$ cat src/hdl/pds_pkg.sv
// Package for the PLL divider and spread control block.
// Holds configuration byte indices, field positions, reset values and widths.
package pds_pkg;

	localparam int PDS_NUM_PLL = 4;
	localparam int PDS_NUM_BANK = 6;
	localparam int PDS_ADDR_W = 12;
	localparam int PDS_MEM_DEPTH = 256;

	// Per-PLL divider bytes: base + 4*pll; ref div, N low, {A, N high}
	localparam logic [7:0] PDS_IDX_PLL_BASE = 8'h10;
	localparam logic [7:0] PDS_IDX_PLL_STRIDE = 8'h04;
	localparam int PDS_REF_DIV_W = 7;
	localparam int PDS_FB_CNT_W = 12;
	localparam int PDS_FRAC_ADJ_W = 4;
	localparam int PDS_MULT_W = 14;
	localparam logic [7:0] PDS_PLL3_REF_MIN = 8'h03;

	// Output banks 1..6: {mode, count} then drive select byte
	localparam logic [7:0] PDS_IDX_BANK_BASE = 8'h20;
	localparam int PDS_ODIV_CNT_W = 7;
	localparam logic [6:0] PDS_ODIV_CNT_ALL_ONES = 7'h7f;
	localparam int PDS_MODE_BIT = 7;

	// Spread parameters of the first PLL, 0xac..0xbd
	localparam logic [7:0] PDS_IDX_SS_FIRST = 8'hac;
	localparam logic [7:0] PDS_IDX_SS_LAST = 8'hbd;
	localparam logic [7:0] PDS_IDX_SS_STEP = 8'hac;
	localparam logic [7:0] PDS_IDX_SS_CFG = 8'had;
	localparam logic [7:0] PDS_IDX_SS_DELTA = 8'hae;
	localparam int PDS_NSSC_POS = 4;
	localparam int PDS_LSB_RANDOMIZE_EN_POS = 6;
	localparam int PDS_X2_POS = 7;
	localparam int PDS_NUM_DELTA = 12;
	localparam logic [4:0] PDS_STEP_EXTRA = 5'h02;

	// Fourth PLL spread block, 0x4c..0x85
	localparam logic [7:0] PDS_IDX_P3_FIRST = 8'h4c;
	localparam logic [7:0] PDS_IDX_P3_LAST = 8'h85;
	localparam logic [7:0] PDS_IDX_P3_EN = 8'h4c;
	localparam logic [7:0] PDS_IDX_P3_REF = 8'h4d;
	localparam logic [7:0] PDS_IDX_P3_FB_LO = 8'h4e;
	localparam logic [7:0] PDS_IDX_P3_FB_HI = 8'h4f;
	localparam logic [7:0] PDS_IDX_P3_PUMP = 8'h50;
	localparam logic [7:0] PDS_IDX_P3_ZERO = 8'h51;

	// Read-only status words
	localparam logic [7:0] PDS_IDX_STAT_MULT = 8'hc8;
	localparam logic [7:0] PDS_IDX_STAT_SS = 8'hcc;
	localparam logic [7:0] PDS_IDX_STAT_PWR = 8'hcd;

	localparam logic [7:0] PDS_MEM_RST = 8'h00;
	localparam logic [15:0] PDS_LFSR_SEED = 16'hace1;
	localparam int PDS_FRAC_W = 11;

	// Disabled-drive encodings
	localparam logic [1:0] PDS_DRV_LOW = 2'h0;
	localparam logic [1:0] PDS_DRV_HIGH = 2'h1;

endpackage

$ cat src/hdl/pds_out_div.sv
// One output-bank divider with mode select and disabled-drive control.
// Assumes i_tick is a one-cycle pulse per edge of the bank's source clock.
`timescale 1ns/100ps
`default_nettype none
module pds_out_div (
	input wire logic i_mclk,
	input wire logic i_sys_rst,
	input wire logic i_tick,
	input wire logic [pds_pkg::PDS_ODIV_CNT_W-1:0] i_count,
	input wire logic i_out_div_mode,
	input wire logic [1:0] i_disabled_drive_sel,
	output logic o_out,
	output logic o_out_oe
);
	import pds_pkg::*;

	logic [PDS_ODIV_CNT_W:0] cnt_reg;
	logic out_reg;
	logic oe_reg;
	logic all_ones;
	logic [PDS_ODIV_CNT_W:0] half;

	assign all_ones = (i_count == PDS_ODIV_CNT_ALL_ONES);
	assign half = {1'b0, i_count} + 8'h01;

	////////////////////////////////////////////////////////////////
	always_ff @(posedge i_mclk) begin
		if (i_sys_rst) begin
			cnt_reg <= '0;
			out_reg <= 1'b0;
			oe_reg <= 1'b0;
		end else if (all_ones && !i_out_div_mode) begin
			// Disabled: stays powered, drives the selected low or high level, tristated for other selects, no clocks
			cnt_reg <= '0;
			out_reg <= (i_disabled_drive_sel == PDS_DRV_HIGH);
			oe_reg <= (i_disabled_drive_sel == PDS_DRV_LOW) || (i_disabled_drive_sel == PDS_DRV_HIGH);
		end else if (all_ones) begin
			out_reg <= i_tick;
			oe_reg <= 1'b1;
		end else if (!i_out_div_mode) begin
			oe_reg <= 1'b1;
			if (i_tick) begin
				out_reg <= ~out_reg;
			end
		end else begin
			oe_reg <= 1'b1;
			if (i_tick) begin
				// Toggle every count+2 ticks: period (count+2)*2
				if (cnt_reg >= half) begin
					cnt_reg <= '0;
					out_reg <= ~out_reg;
				end else begin
					cnt_reg <= cnt_reg + 8'h01;
				end
			end
		end
	end

	assign o_out = out_reg;
	assign o_out_oe = oe_reg;

endmodule
`default_nettype wire

$ cat src/hdl/pds_top.sv
// Divider and spread control for a four-PLL clock generator, APB register access.
// Assumes i_pfd_tick and i_bank_tick are one-cycle pulses made on i_mclk.
//
// Our own choices: the register offsets and the APB interface to the registers.
`timescale 1ns/100ps
`default_nettype none
module pds_top (
	input wire logic i_mclk,
	input wire logic i_sys_rst,
	input wire logic i_psel,
	input wire logic i_penable,
	input wire logic i_pwrite,
	input wire logic [pds_pkg::PDS_ADDR_W-1:0] i_paddr,
	input wire logic [31:0] i_pwdata,
	output logic [31:0] o_prdata,
	output logic o_pready,
	output logic o_pslverr,
	input wire logic i_pfd_tick,
	input wire logic i_undivided_tick,
	input wire logic [pds_pkg::PDS_NUM_BANK-1:0] i_bank_tick,
	output logic o_undivided_output,
	output logic [pds_pkg::PDS_NUM_BANK-1:0] o_bank_out,
	output logic [pds_pkg::PDS_NUM_BANK-1:0] o_bank_out_oe,
	output logic [pds_pkg::PDS_NUM_PLL*pds_pkg::PDS_REF_DIV_W-1:0] o_ref_div,
	output logic [pds_pkg::PDS_NUM_PLL*pds_pkg::PDS_MULT_W-1:0] o_total_mult,
	output logic [2:0] o_pll_pwrdn,
	output logic o_pll3_ref_div_bad,
	output logic o_ss_active,
	output logic [pds_pkg::PDS_FRAC_W-1:0] o_ss_frac,
	output logic o_fourth_pll_spread_en,
	output logic [7:0] o_fourth_pll_spread_ref_div,
	output logic [15:0] o_fourth_pll_spread_fb_count,
	output logic [4:0] o_fourth_pll_pump_current,
	output logic [3:0] o_fourth_pll_zero_resistor
);
	import pds_pkg::*;

	////////////////////////////////////////////////////////////////
	// Helpers

	function automatic logic [7:0] pll_idx(input int unsigned pll, input logic [7:0] off);
		pll_idx = PDS_IDX_PLL_BASE + 8'(pll * 4) + off;
	endfunction

	function automatic logic [PDS_MULT_W-1:0] mult_calc(input logic [11:0] n, input logic [3:0] a,
			input logic frac_pll);
		logic [PDS_MULT_W-1:0] twice;
		twice = {1'b0, n, 1'b0};
		if (!frac_pll) begin
			mult_calc = {2'b00, n};
		end else if (a != 4'h0) begin
			mult_calc = twice + {10'h000, a} + 14'h0001;
		end else begin
			mult_calc = twice;
		end
	endfunction

	////////////////////////////////////////////////////////////////
	// Configuration memory and APB slave

	logic [7:0] mem [PDS_MEM_DEPTH];
	logic [31:0] prdata_reg;
	logic pready_reg;
	logic pslverr_reg;
	logic [7:0] idx;
	logic hi_bits_set;
	logic is_stat;
	logic access;
	logic [31:0] rd_value;
	logic [PDS_NUM_PLL*PDS_MULT_W-1:0] mult_all;
	logic [PDS_FRAC_W-1:0] frac_reg;
	logic ss_en;

	assign idx = i_paddr[9:2];
	assign hi_bits_set = (i_paddr[PDS_ADDR_W-1:10] != 2'h0) || (i_paddr[1:0] != 2'h0);
	assign is_stat = (idx >= PDS_IDX_STAT_MULT) && (idx <= PDS_IDX_STAT_PWR);
	assign access = i_psel && i_penable;

	always_comb begin
		rd_value = {24'h000000, mem[idx]};
		if (idx == PDS_IDX_STAT_SS) begin
			rd_value = {20'h00000, ss_en, frac_reg};
		end else if (idx == PDS_IDX_STAT_PWR) begin
			rd_value = {28'h0000000, o_pll3_ref_div_bad, o_pll_pwrdn};
		end else if (is_stat) begin
			rd_value = {18'h00000, mult_all[(idx - PDS_IDX_STAT_MULT) * PDS_MULT_W +: PDS_MULT_W]};
		end
	end

	// One wait state: answer data is captured on the same edge that pready rises
	always_ff @(posedge i_mclk) begin
		if (i_sys_rst) begin
			pready_reg <= 1'b0;
			pslverr_reg <= 1'b0;
			prdata_reg <= '0;
		end else if (access && !pready_reg) begin
			pready_reg <= 1'b1;
			pslverr_reg <= hi_bits_set || (i_pwrite && is_stat);
			prdata_reg <= (hi_bits_set || i_pwrite) ? 32'h00000000 : rd_value;
		end else begin
			pready_reg <= 1'b0;
			pslverr_reg <= 1'b0;
		end
	end

	always_ff @(posedge i_mclk) begin
		if (i_sys_rst) begin
			for (int i = 0; i < PDS_MEM_DEPTH; i++) begin
				mem[i] <= PDS_MEM_RST;
			end
		end else if (access && pready_reg && i_pwrite && !hi_bits_set && !is_stat) begin
			mem[idx] <= i_pwdata[7:0];
		end
	end

	assign o_prdata = prdata_reg;
	assign o_pready = pready_reg;
	assign o_pslverr = pslverr_reg;

	////////////////////////////////////////////////////////////////
	// Reference and feedback dividers

	logic [PDS_NUM_PLL*PDS_REF_DIV_W-1:0] ref_reg;
	logic [PDS_NUM_PLL*PDS_MULT_W-1:0] mult_reg;
	logic [2:0] pwrdn_reg;
	logic p3_bad_reg;

	always_comb begin
		for (int p = 0; p < PDS_NUM_PLL; p++) begin
			mult_all[p*PDS_MULT_W +: PDS_MULT_W] = mult_calc({mem[pll_idx(p, 8'h02)][3:0],
				mem[pll_idx(p, 8'h01)]}, mem[pll_idx(p, 8'h02)][7:4], p == 0);
		end
	end

	always_ff @(posedge i_mclk) begin
		if (i_sys_rst) begin
			ref_reg <= '0;
			mult_reg <= '0;
			pwrdn_reg <= 3'h7;
			p3_bad_reg <= 1'b1;
		end else begin
			mult_reg <= mult_all;
			for (int p = 0; p < PDS_NUM_PLL; p++) begin
				ref_reg[p*PDS_REF_DIV_W +: PDS_REF_DIV_W] <= mem[pll_idx(p, 8'h00)][6:0];
			end
			for (int p = 0; p < 3; p++) begin
				pwrdn_reg[p] <= (mem[pll_idx(p, 8'h00)][6:0] == 7'h00);
			end
			p3_bad_reg <= ({1'b0, mem[pll_idx(3, 8'h00)][6:0]} < PDS_PLL3_REF_MIN);
		end
	end

	assign o_ref_div = ref_reg;
	assign o_total_mult = mult_reg;
	assign o_pll_pwrdn = pwrdn_reg;
	assign o_pll3_ref_div_bad = p3_bad_reg;

	////////////////////////////////////////////////////////////////
	// Output banks

	logic undiv_reg;

	always_ff @(posedge i_mclk) begin
		if (i_sys_rst) begin
			undiv_reg <= 1'b0;
		end else begin
			undiv_reg <= i_undivided_tick;
		end
	end

	assign o_undivided_output = undiv_reg;

	for (genvar b = 0; b < PDS_NUM_BANK; b++) begin : g_bank
		pds_out_div u_div (
			.i_mclk(i_mclk),
			.i_sys_rst(i_sys_rst),
			.i_tick(i_bank_tick[b]),
			.i_count(mem[PDS_IDX_BANK_BASE + 8'(2 * b)][6:0]),
			.i_out_div_mode(mem[PDS_IDX_BANK_BASE + 8'(2 * b)][PDS_MODE_BIT]),
			.i_disabled_drive_sel(mem[PDS_IDX_BANK_BASE + 8'(2 * b + 1)][1:0]),
			.o_out(o_bank_out[b]),
			.o_out_oe(o_bank_out_oe[b])
		);
	end

	////////////////////////////////////////////////////////////////
	// Spread modulator of the first PLL

	logic [3:0] step_period;
	logic [2:0] samp_count;
	logic [5:0] offset;
	logic lsb_randomize_en;
	logic amplitude_double;
	logic [3:0] quad_len;
	logic [4:0] step_cnt_reg;
	logic [3:0] pos_reg;
	logic [1:0] quad_reg;
	logic [7:0] mag_reg;
	logic [15:0] lfsr_reg;
	logic [3:0] sel_k;
	logic [3:0] delta;
	logic [8:0] amp;
	logic [PDS_FRAC_W-1:0] amp_w;
	logic [PDS_FRAC_W-1:0] frac_next;

	function automatic logic [3:0] delta_samples(input logic [3:0] k);
		logic [7:0] b;
		b = mem[PDS_IDX_SS_DELTA + {5'h00, k[3:1]}];
		delta_samples = k[0] ? b[7:4] : b[3:0];
	endfunction

	assign step_period = mem[PDS_IDX_SS_STEP][3:0];
	assign samp_count = mem[PDS_IDX_SS_STEP][PDS_NSSC_POS +: 3];
	assign offset = mem[PDS_IDX_SS_CFG][5:0];
	assign lsb_randomize_en = mem[PDS_IDX_SS_CFG][PDS_LSB_RANDOMIZE_EN_POS];
	assign amplitude_double = mem[PDS_IDX_SS_CFG][PDS_X2_POS];
	assign ss_en = (step_period != 4'h0);
	assign quad_len = {samp_count, 1'b0};
	// Falling quadrants walk the deltas in mirror order
	assign sel_k = quad_reg[0] ? (quad_len - 4'h1 - pos_reg) : pos_reg;
	assign delta = delta_samples(sel_k);

	always_ff @(posedge i_mclk) begin
		if (i_sys_rst || !ss_en) begin
			step_cnt_reg <= '0;
			pos_reg <= '0;
			quad_reg <= '0;
			mag_reg <= '0;
		end else if (i_pfd_tick) begin
			if (step_cnt_reg == {1'b0, step_period} + PDS_STEP_EXTRA - 5'h01) begin
				step_cnt_reg <= '0;
				mag_reg <= quad_reg[0] ? mag_reg - {4'h0, delta} : mag_reg + {4'h0, delta};
				if (pos_reg >= quad_len - 4'h1) begin
					pos_reg <= '0;
					quad_reg <= quad_reg + 2'h1;
				end else begin
					pos_reg <= pos_reg + 4'h1;
				end
			end else begin
				step_cnt_reg <= step_cnt_reg + 5'h01;
			end
		end
	end

	always_ff @(posedge i_mclk) begin
		if (i_sys_rst) begin
			lfsr_reg <= PDS_LFSR_SEED;
		end else if (i_pfd_tick) begin
			lfsr_reg <= {lfsr_reg[14:0], lfsr_reg[15] ^ lfsr_reg[13] ^ lfsr_reg[12] ^ lfsr_reg[10]};
		end
	end

	always_comb begin
		amp = amplitude_double ? {mag_reg, 1'b0} : {1'b0, mag_reg};
		amp[0] = amp[0] ^ (lsb_randomize_en & lfsr_reg[0]);
		amp_w = {2'b00, amp};
		// Second half of the cycle goes below the start point
		frac_next = {5'h00, offset} + (quad_reg[1] ? (~amp_w + 11'h001) : amp_w);
	end

	always_ff @(posedge i_mclk) begin
		if (i_sys_rst || !ss_en) begin
			frac_reg <= '0;
		end else begin
			frac_reg <= frac_next;
		end
	end

	assign o_ss_active = ss_en;
	assign o_ss_frac = frac_reg;

	////////////////////////////////////////////////////////////////
	// Fourth PLL spread fields

	logic p3_en_reg;
	logic [7:0] p3_ref_reg;
	logic [15:0] p3_fb_reg;
	logic [4:0] p3_pump_reg;
	logic [3:0] p3_zero_reg;

	always_ff @(posedge i_mclk) begin
		if (i_sys_rst) begin
			p3_en_reg <= 1'b0;
			p3_ref_reg <= '0;
			p3_fb_reg <= '0;
			p3_pump_reg <= '0;
			p3_zero_reg <= '0;
		end else begin
			p3_en_reg <= mem[PDS_IDX_P3_EN][0];
			p3_ref_reg <= mem[PDS_IDX_P3_REF];
			p3_fb_reg <= {mem[PDS_IDX_P3_FB_HI], mem[PDS_IDX_P3_FB_LO]};
			p3_pump_reg <= mem[PDS_IDX_P3_PUMP][4:0];
			p3_zero_reg <= mem[PDS_IDX_P3_ZERO][3:0];
		end
	end

	assign o_fourth_pll_spread_en = p3_en_reg;
	assign o_fourth_pll_spread_ref_div = p3_ref_reg;
	assign o_fourth_pll_spread_fb_count = p3_fb_reg;
	assign o_fourth_pll_pump_current = p3_pump_reg;
	assign o_fourth_pll_zero_resistor = p3_zero_reg;

endmodule
`default_nettype wire

$ cat config.mk
export PLATFORM = sky130hd
export DESIGN_NAME = pds_top
export DESIGN_NICKNAME = d
export VERILOG_FILES = /design/src/hdl/pds_pkg.sv /design/src/hdl/pds_out_div.sv /design/src/hdl/pds_top.sv
export SDC_FILE = /design/constraint.sdc
export NUM_CORES = 2
export LEC_CHECK = 0
export BUFFER_PORTS_ARGS = -buffer_cell sky130_fd_sc_hd__buf_4
export CAP_MARGIN = 20
export CORE_MARGIN = 4
export CORE_UTILIZATION = 45
export CTS_BUF_LIST = sky130_fd_sc_hd__clkbuf_4
export DETAILED_ROUTE_END_ITERATION = 6
export PLACE_DENSITY = 0.63
export SYNTH_ARGS = -nofsm -noshare
export SYNTH_HDL_FRONTEND = slang
export SYNTH_SLANG_ARGS = --single-unit
export TNS_END_PERCENT = 50
$ cat constraint.sdc
create_clock -name i_mclk -period 8.3 [get_ports i_mclk]
set_input_delay 1.245 -clock i_mclk [delete_from_list [all_inputs] [get_ports i_mclk]]
set_output_delay 1.245 -clock i_mclk [all_outputs]
set_load 0.01 [all_outputs]
; Word level (Yosys, flattened, before mapping)
; Memory sizes are Yosys's and may differ from the RTL's. A register that Yosys moved wholly into a read port is not among the register bits.
; Index checks and enable logic that the tools add are counted.
[totals]
ff_bits = 229
mem_bits_rw = 2048
input_bits = 57
output_inout_bits = 181
word_cells = 257
n_memories = 1
[op_classes]
add_sub_neg = 27
mul = 1
order_cmp = 10
n_eq_ne = 21
shifts = 1
n_mux = 69
n_bitwise = 19
reduce_logical = 75
[mem_list]
columns = memory, words, width, rd, rd_clocked_by_memory_dff, write_ports, line
row1 = mem, 256, 8, 34, 6, 256, pds_top.sv:61  ; logic [7:0] mem [PDS_MEM_DEPTH];
[ops]
columns = op, count
row1 = $mux W8, 9
row2 = $mux W14, 4
row3 = $shiftx A56 B33 Y14, 1
row4 = $mux W1, 49
row5 = $add A7 B1 Y8 const B, 6
row6 = $add A8 B1 Y8 const B, 6
row7 = $ge A8 B8 Y1, 6
row8 = $eq A7 B7 Y1 const B, 6
row9 = $mul A32 B3 Y31 const B, 1
row10 = $mux W32, 1
row11 = $ne A4 B4 Y1 const B, 6
row12 = $logic_not A7 Y1, 3
row13 = $reduce_and A3 Y1, 7
row14 = $reduce_bool A3 Y1, 6
row15 = $eq A8 B8 Y1 const B, 2
row16 = $add A13 B4 Y14, 1
row17 = $add A14 B1 Y14 const B, 1
row18 = $logic_and A1 B1 Y1, 14
row19 = $reduce_and A2 Y1, 7
row20 = $reduce_or A2 Y1, 7
row21 = $not A1 Y1, 13
row22 = $eq A2 B1 Y1 const B, 6
row23 = $logic_not A2 Y1, 6
row24 = $mux W4, 3
row25 = other kinds (29), 52

; Longest topological paths before layout
[depth]
depth_word = 10
ltp_mapped = 25
depth_no_buf = 24

; Modules after synthesis
; From an unflattened synthesis, not the netlist that was laid out.
[unflattened]
cells_unflattened = 8291
area_unflattened_um2 = 111241.7
[by_module_without_submodules]
columns = module, n_inst, cells_per_inst, area_each_um2, seq_area_each_um2
row1 = pds_top, 1, 7655, 106219.4, 65082.4
row2 = pds_out_div, 6, 106, 837.1, 200.2

; Worst setup path before layout
; OpenSTA, ideal clock, no wires.
[synth_path]
path_type = flip-flop to flip-flop
from = memory mem[172][4]
to = register mag_reg[7]
setup_time_ns = 0.128
arrival_time_ns = 5.174
required_time_ns = 8.172
path_slack_ns = 2.999
path_stages_with_launch = 25
n_path_buf = 3
synth_period_minus_slack_ns = 5.301
cell_sequence = edfxtp_1 -> inv_1 -> ha_1 -> inv_1 -> ha_1 -> xnor2_1 -> mux2i_4 -> buf_6 -> buf_4 -> ha_1 -> buf_1 -> mux4_2 -> mux2i_1 -> ha_1 -> o21ai_0 -> ha_1 -> nor2b_1 -> o21ai_0 -> a21boi_0 -> o21ai_0 -> a21o_1 -> a211oi_1 -> o21ai_0 -> xnor2_1 -> nor2_1
[synth_rtl]
columns = element, line
row1 = from (decl), pds_top.sv:61
row2 = to (signal assigned), pds_top.sv:232  ; mag_reg <= quad_reg[0] ? mag_reg - {4'h0, delta} : mag_reg + {4'h0, delta};
row3 = to (decl), pds_top.sv:198  ; logic [7:0] mag_reg;

==> impl_metrics.ini <==
[power]
p_int_mw = 19.0
total_power_mw = 25.4
irDropWorstVdd_v = 0.000156
power_switching_mw = 6.39
leakage_nw = 46.8
p_comb_share_pct = 8.9
clockPowerShare_pct = 39.9
switching_share_pct = 25.2
pwr-share-seq_pct = 51.2
p_per_area_mw_per_mm2 = 206

[synth]
synthAdderAreaFrac_pct = 1.27
ys.warnings.count = 0
synth_top_area_share_pct = 54.9
ys_seq_area_share_pct = 59.2
synth_cell_type_count = 106
yosys-top-cells-count = and2_1 (2,077), edfxtp_1 (2,048), nor2_1 (538)
synth_edf_count = 2048
synthMuxAreaShare_pct = 13.5
syn_area_mm2 = 0.112
synth_ff_type = edfxtp_1
ys_async_sr_fraction_pct = 0
synthCells = 8065
synth_top_family_by_area = simple AND/OR/NAND/NOR gates
synth_xor_xnor_area_share_pct = 1.02
yosys.area.top_type = edfxtp_1
synth_most_common_cell = and2_1
synth_simple_gate_area_share_pct = 18.1
synth-compound-area-share_pct = 3.53
synth_seq_cells = 2287
synth.area.top_cells = edfxtp_1 (55%), and2_1 (12%), mux4_2 (8.3%)
syn_area_per_cell_um2 = 13.9

[route]
drtIter0Drc = 8508
num_vias = 71200
drtAntennaViolNets = 0
drt_wl_total_um = 342000
drc = 16
drt_first_pass_iters = 7
wl_per_cell_um = 28.1
viasPerCell = 5.86

[run_status]
violations = design-rule violations
status = complete, but fails checks

[finish]
largest_register_ffs = 2048
drive_above_1_share_pct = 22.9
num-fill-cells = 21200
layout.nets = 8586
area_growth_pct = 9.92

[sta]
fin_tns_setup_ns = 0
worst_pin_slew_ns = 1.23
skew_ns = 0.127
max_freq_mhz = 165
final.period_utilization_pct = 73.0
max_slew_margin_pct = 17.7
hold_viol_final = 0
slew_viol_final = 0
setup_viol = 0
rsz0062_at_grt = no
fin_crit_ns = 6.06

[cts]
cts_tree = yes
root_buffer = clkbuf_4
cts.sinks = 2287
clockBufferDepth = 4
ctsResizeCount = 0
cts_setup_buffers = 0
insertion_delay_ns = 1.46
cts_buffers = 613
htreeDepth = 6
clk_pin_slew_worst_paths_ns = 0.07
hold_buffers = 1

[die]
start_util_pct = 45.4
dieArea_mm2 = 0.257
die_w_um = 507
rows = 182
io_pins = 238
die_h_um = 507
core-area_mm2 = 0.247

[global_routing]
grt_max_degree = 195
grt_overflow = 0
grt_pass1_wl_um = 493000
grt_usage_pct = 26.1
grt_pass1_vias = 70300
antenna_found_initial = 24

[worst_hold_path]
hold_path.class = in2reg

[critical_path]
worstPathMaxFanout = 19
crit_type = reg2reg
cp.arrival_ns = 7.32
required_ns = 9.57
worstSetupEndpointType = flip-flop
start_kind = flip-flop

[flow_run]
maxCapViolCount = 0

[placement]
dp_hpwl_um = 218000
portBuffers = 189
gp_congestion = 0.984
-- stage by stage --
stage | hold slack, ns | utilization [%] | area [µm²] | cells | worst slack, ns
floorplan | 0.431 | - | 112000 | 8088 | 3.00
global placement | 0.442 | 46.8 | 115000 | 11100 | 2.13
detailed placement | 0.448 | 46.8 | 115000 | 11100 | 2.16
CTS | 0.0114 | 49.9 | 123000 | 12100 | 2.18
global route | 0.110 | 49.9 | 123000 | 12200 | 1.75
finish | 0.171 | 49.9 | 123000 | 12200 | 2.24
-- power groups by stage --
stage          registers [mW]  logic (mW)  clock network, mW
6_report                 13.0        2.25               10.1
5_1_grt                  13.0        2.35               10.9
4_1_cts                  13.0        2.22               10.3
3_5_place_dp             13.3        2.21                  0
3_3_place_gp             13.2        2.20                  0
2_1_floorplan            13.2        1.46                  0
-- path summary, 6_finish.rpt --
kind,start,end,slack (ns),cells after the start
max,mem[172][4]$_SDFFCE_PN0P_,mag_reg[7]$_SDFFE_PP0P_,2.24,22
max reg2reg,mem[172][4]$_SDFFCE_PN0P_,mag_reg[7]$_SDFFE_PP0P_,2.24,22
min,i_bank_tick[5],g_bank[5].u_div.cnt_reg[1]$_SDFFE_PP0P_,0.17,4
min reg2reg,lfsr_reg[4]$_SDFFE_PP0P_,lfsr_reg[5]$_SDFFE_PP1P_,0.46,1
-- worst max-delay path: stages, from the launching register on --
cell      delay [ns]
edfxtp_1        0.41
inv_1           0.08
ha_1            0.28
inv_1           0.04
ha_1            0.32
xnor2_1         0.18
mux2i_4         0.57
buf_4           0.43
mux4_2          0.54
mux4_2          0.49
mux2i_1         0.24
ha_1            0.28
o21ai_0         0.31
ha_1            0.30
nor2b_1         0.12
o21ai_0         0.20
a21boi_0        0.15
o21ai_0         0.25
a21o_1          0.18
a211oi_1        0.06
o21ai_0         0.27
xnor2_1         0.15
nor2_1          0.05
-- cell families after synthesis --
family	count (synthesis)
AND/OR/NAND/NOR	3565
AO/OA/AOI/OAI	570
multiplexers	737
XOR/XNOR	126
adder cells (fa/ha/maj)	110
flip-flops	2287
buffers and inverters	669
other	1
-- final cells by class --
class	instances	area, µm²	area share (%)
Clock buffer	899	6750	5.48
Multi-Input combinational cell	5132	42100	34.2
Clock inverter	133	922	0.749
Tap cell	3312	4140	3.37
Sequential cell	2287	66300	53.8
Antenna cell	15	37.5	0.0305
Inverter	64	248	0.201
Timing Repair Buffer	321	2670	2.17
-- layer usage --
metal | GRT usage (%) | vias up | share of wire (%)
li1 | - | 30600 | -
met1 | 35.2 | 35900 | 39
met2 | 39.7 | 4058 | 45
met3 | 7.07 | 719 | 11
met4 | 11.9 | 17 | 4.7
met5 | 0 | - | 0.036
-- cell usage in the layout, fill, tap and decap left out, types with 139 or more instances in the layout --
master / count
nor2_1: 537
clkbuf_4: 900
dfxtp_1: 239
nand2_1: 260
and2_1: 2077
buf_4: 293
or2_2: 254
mux4_2: 415
mux4_1: 156
mux2i_1: 139
edfxtp_1: 2048
(Power assumes the default switching activity.)
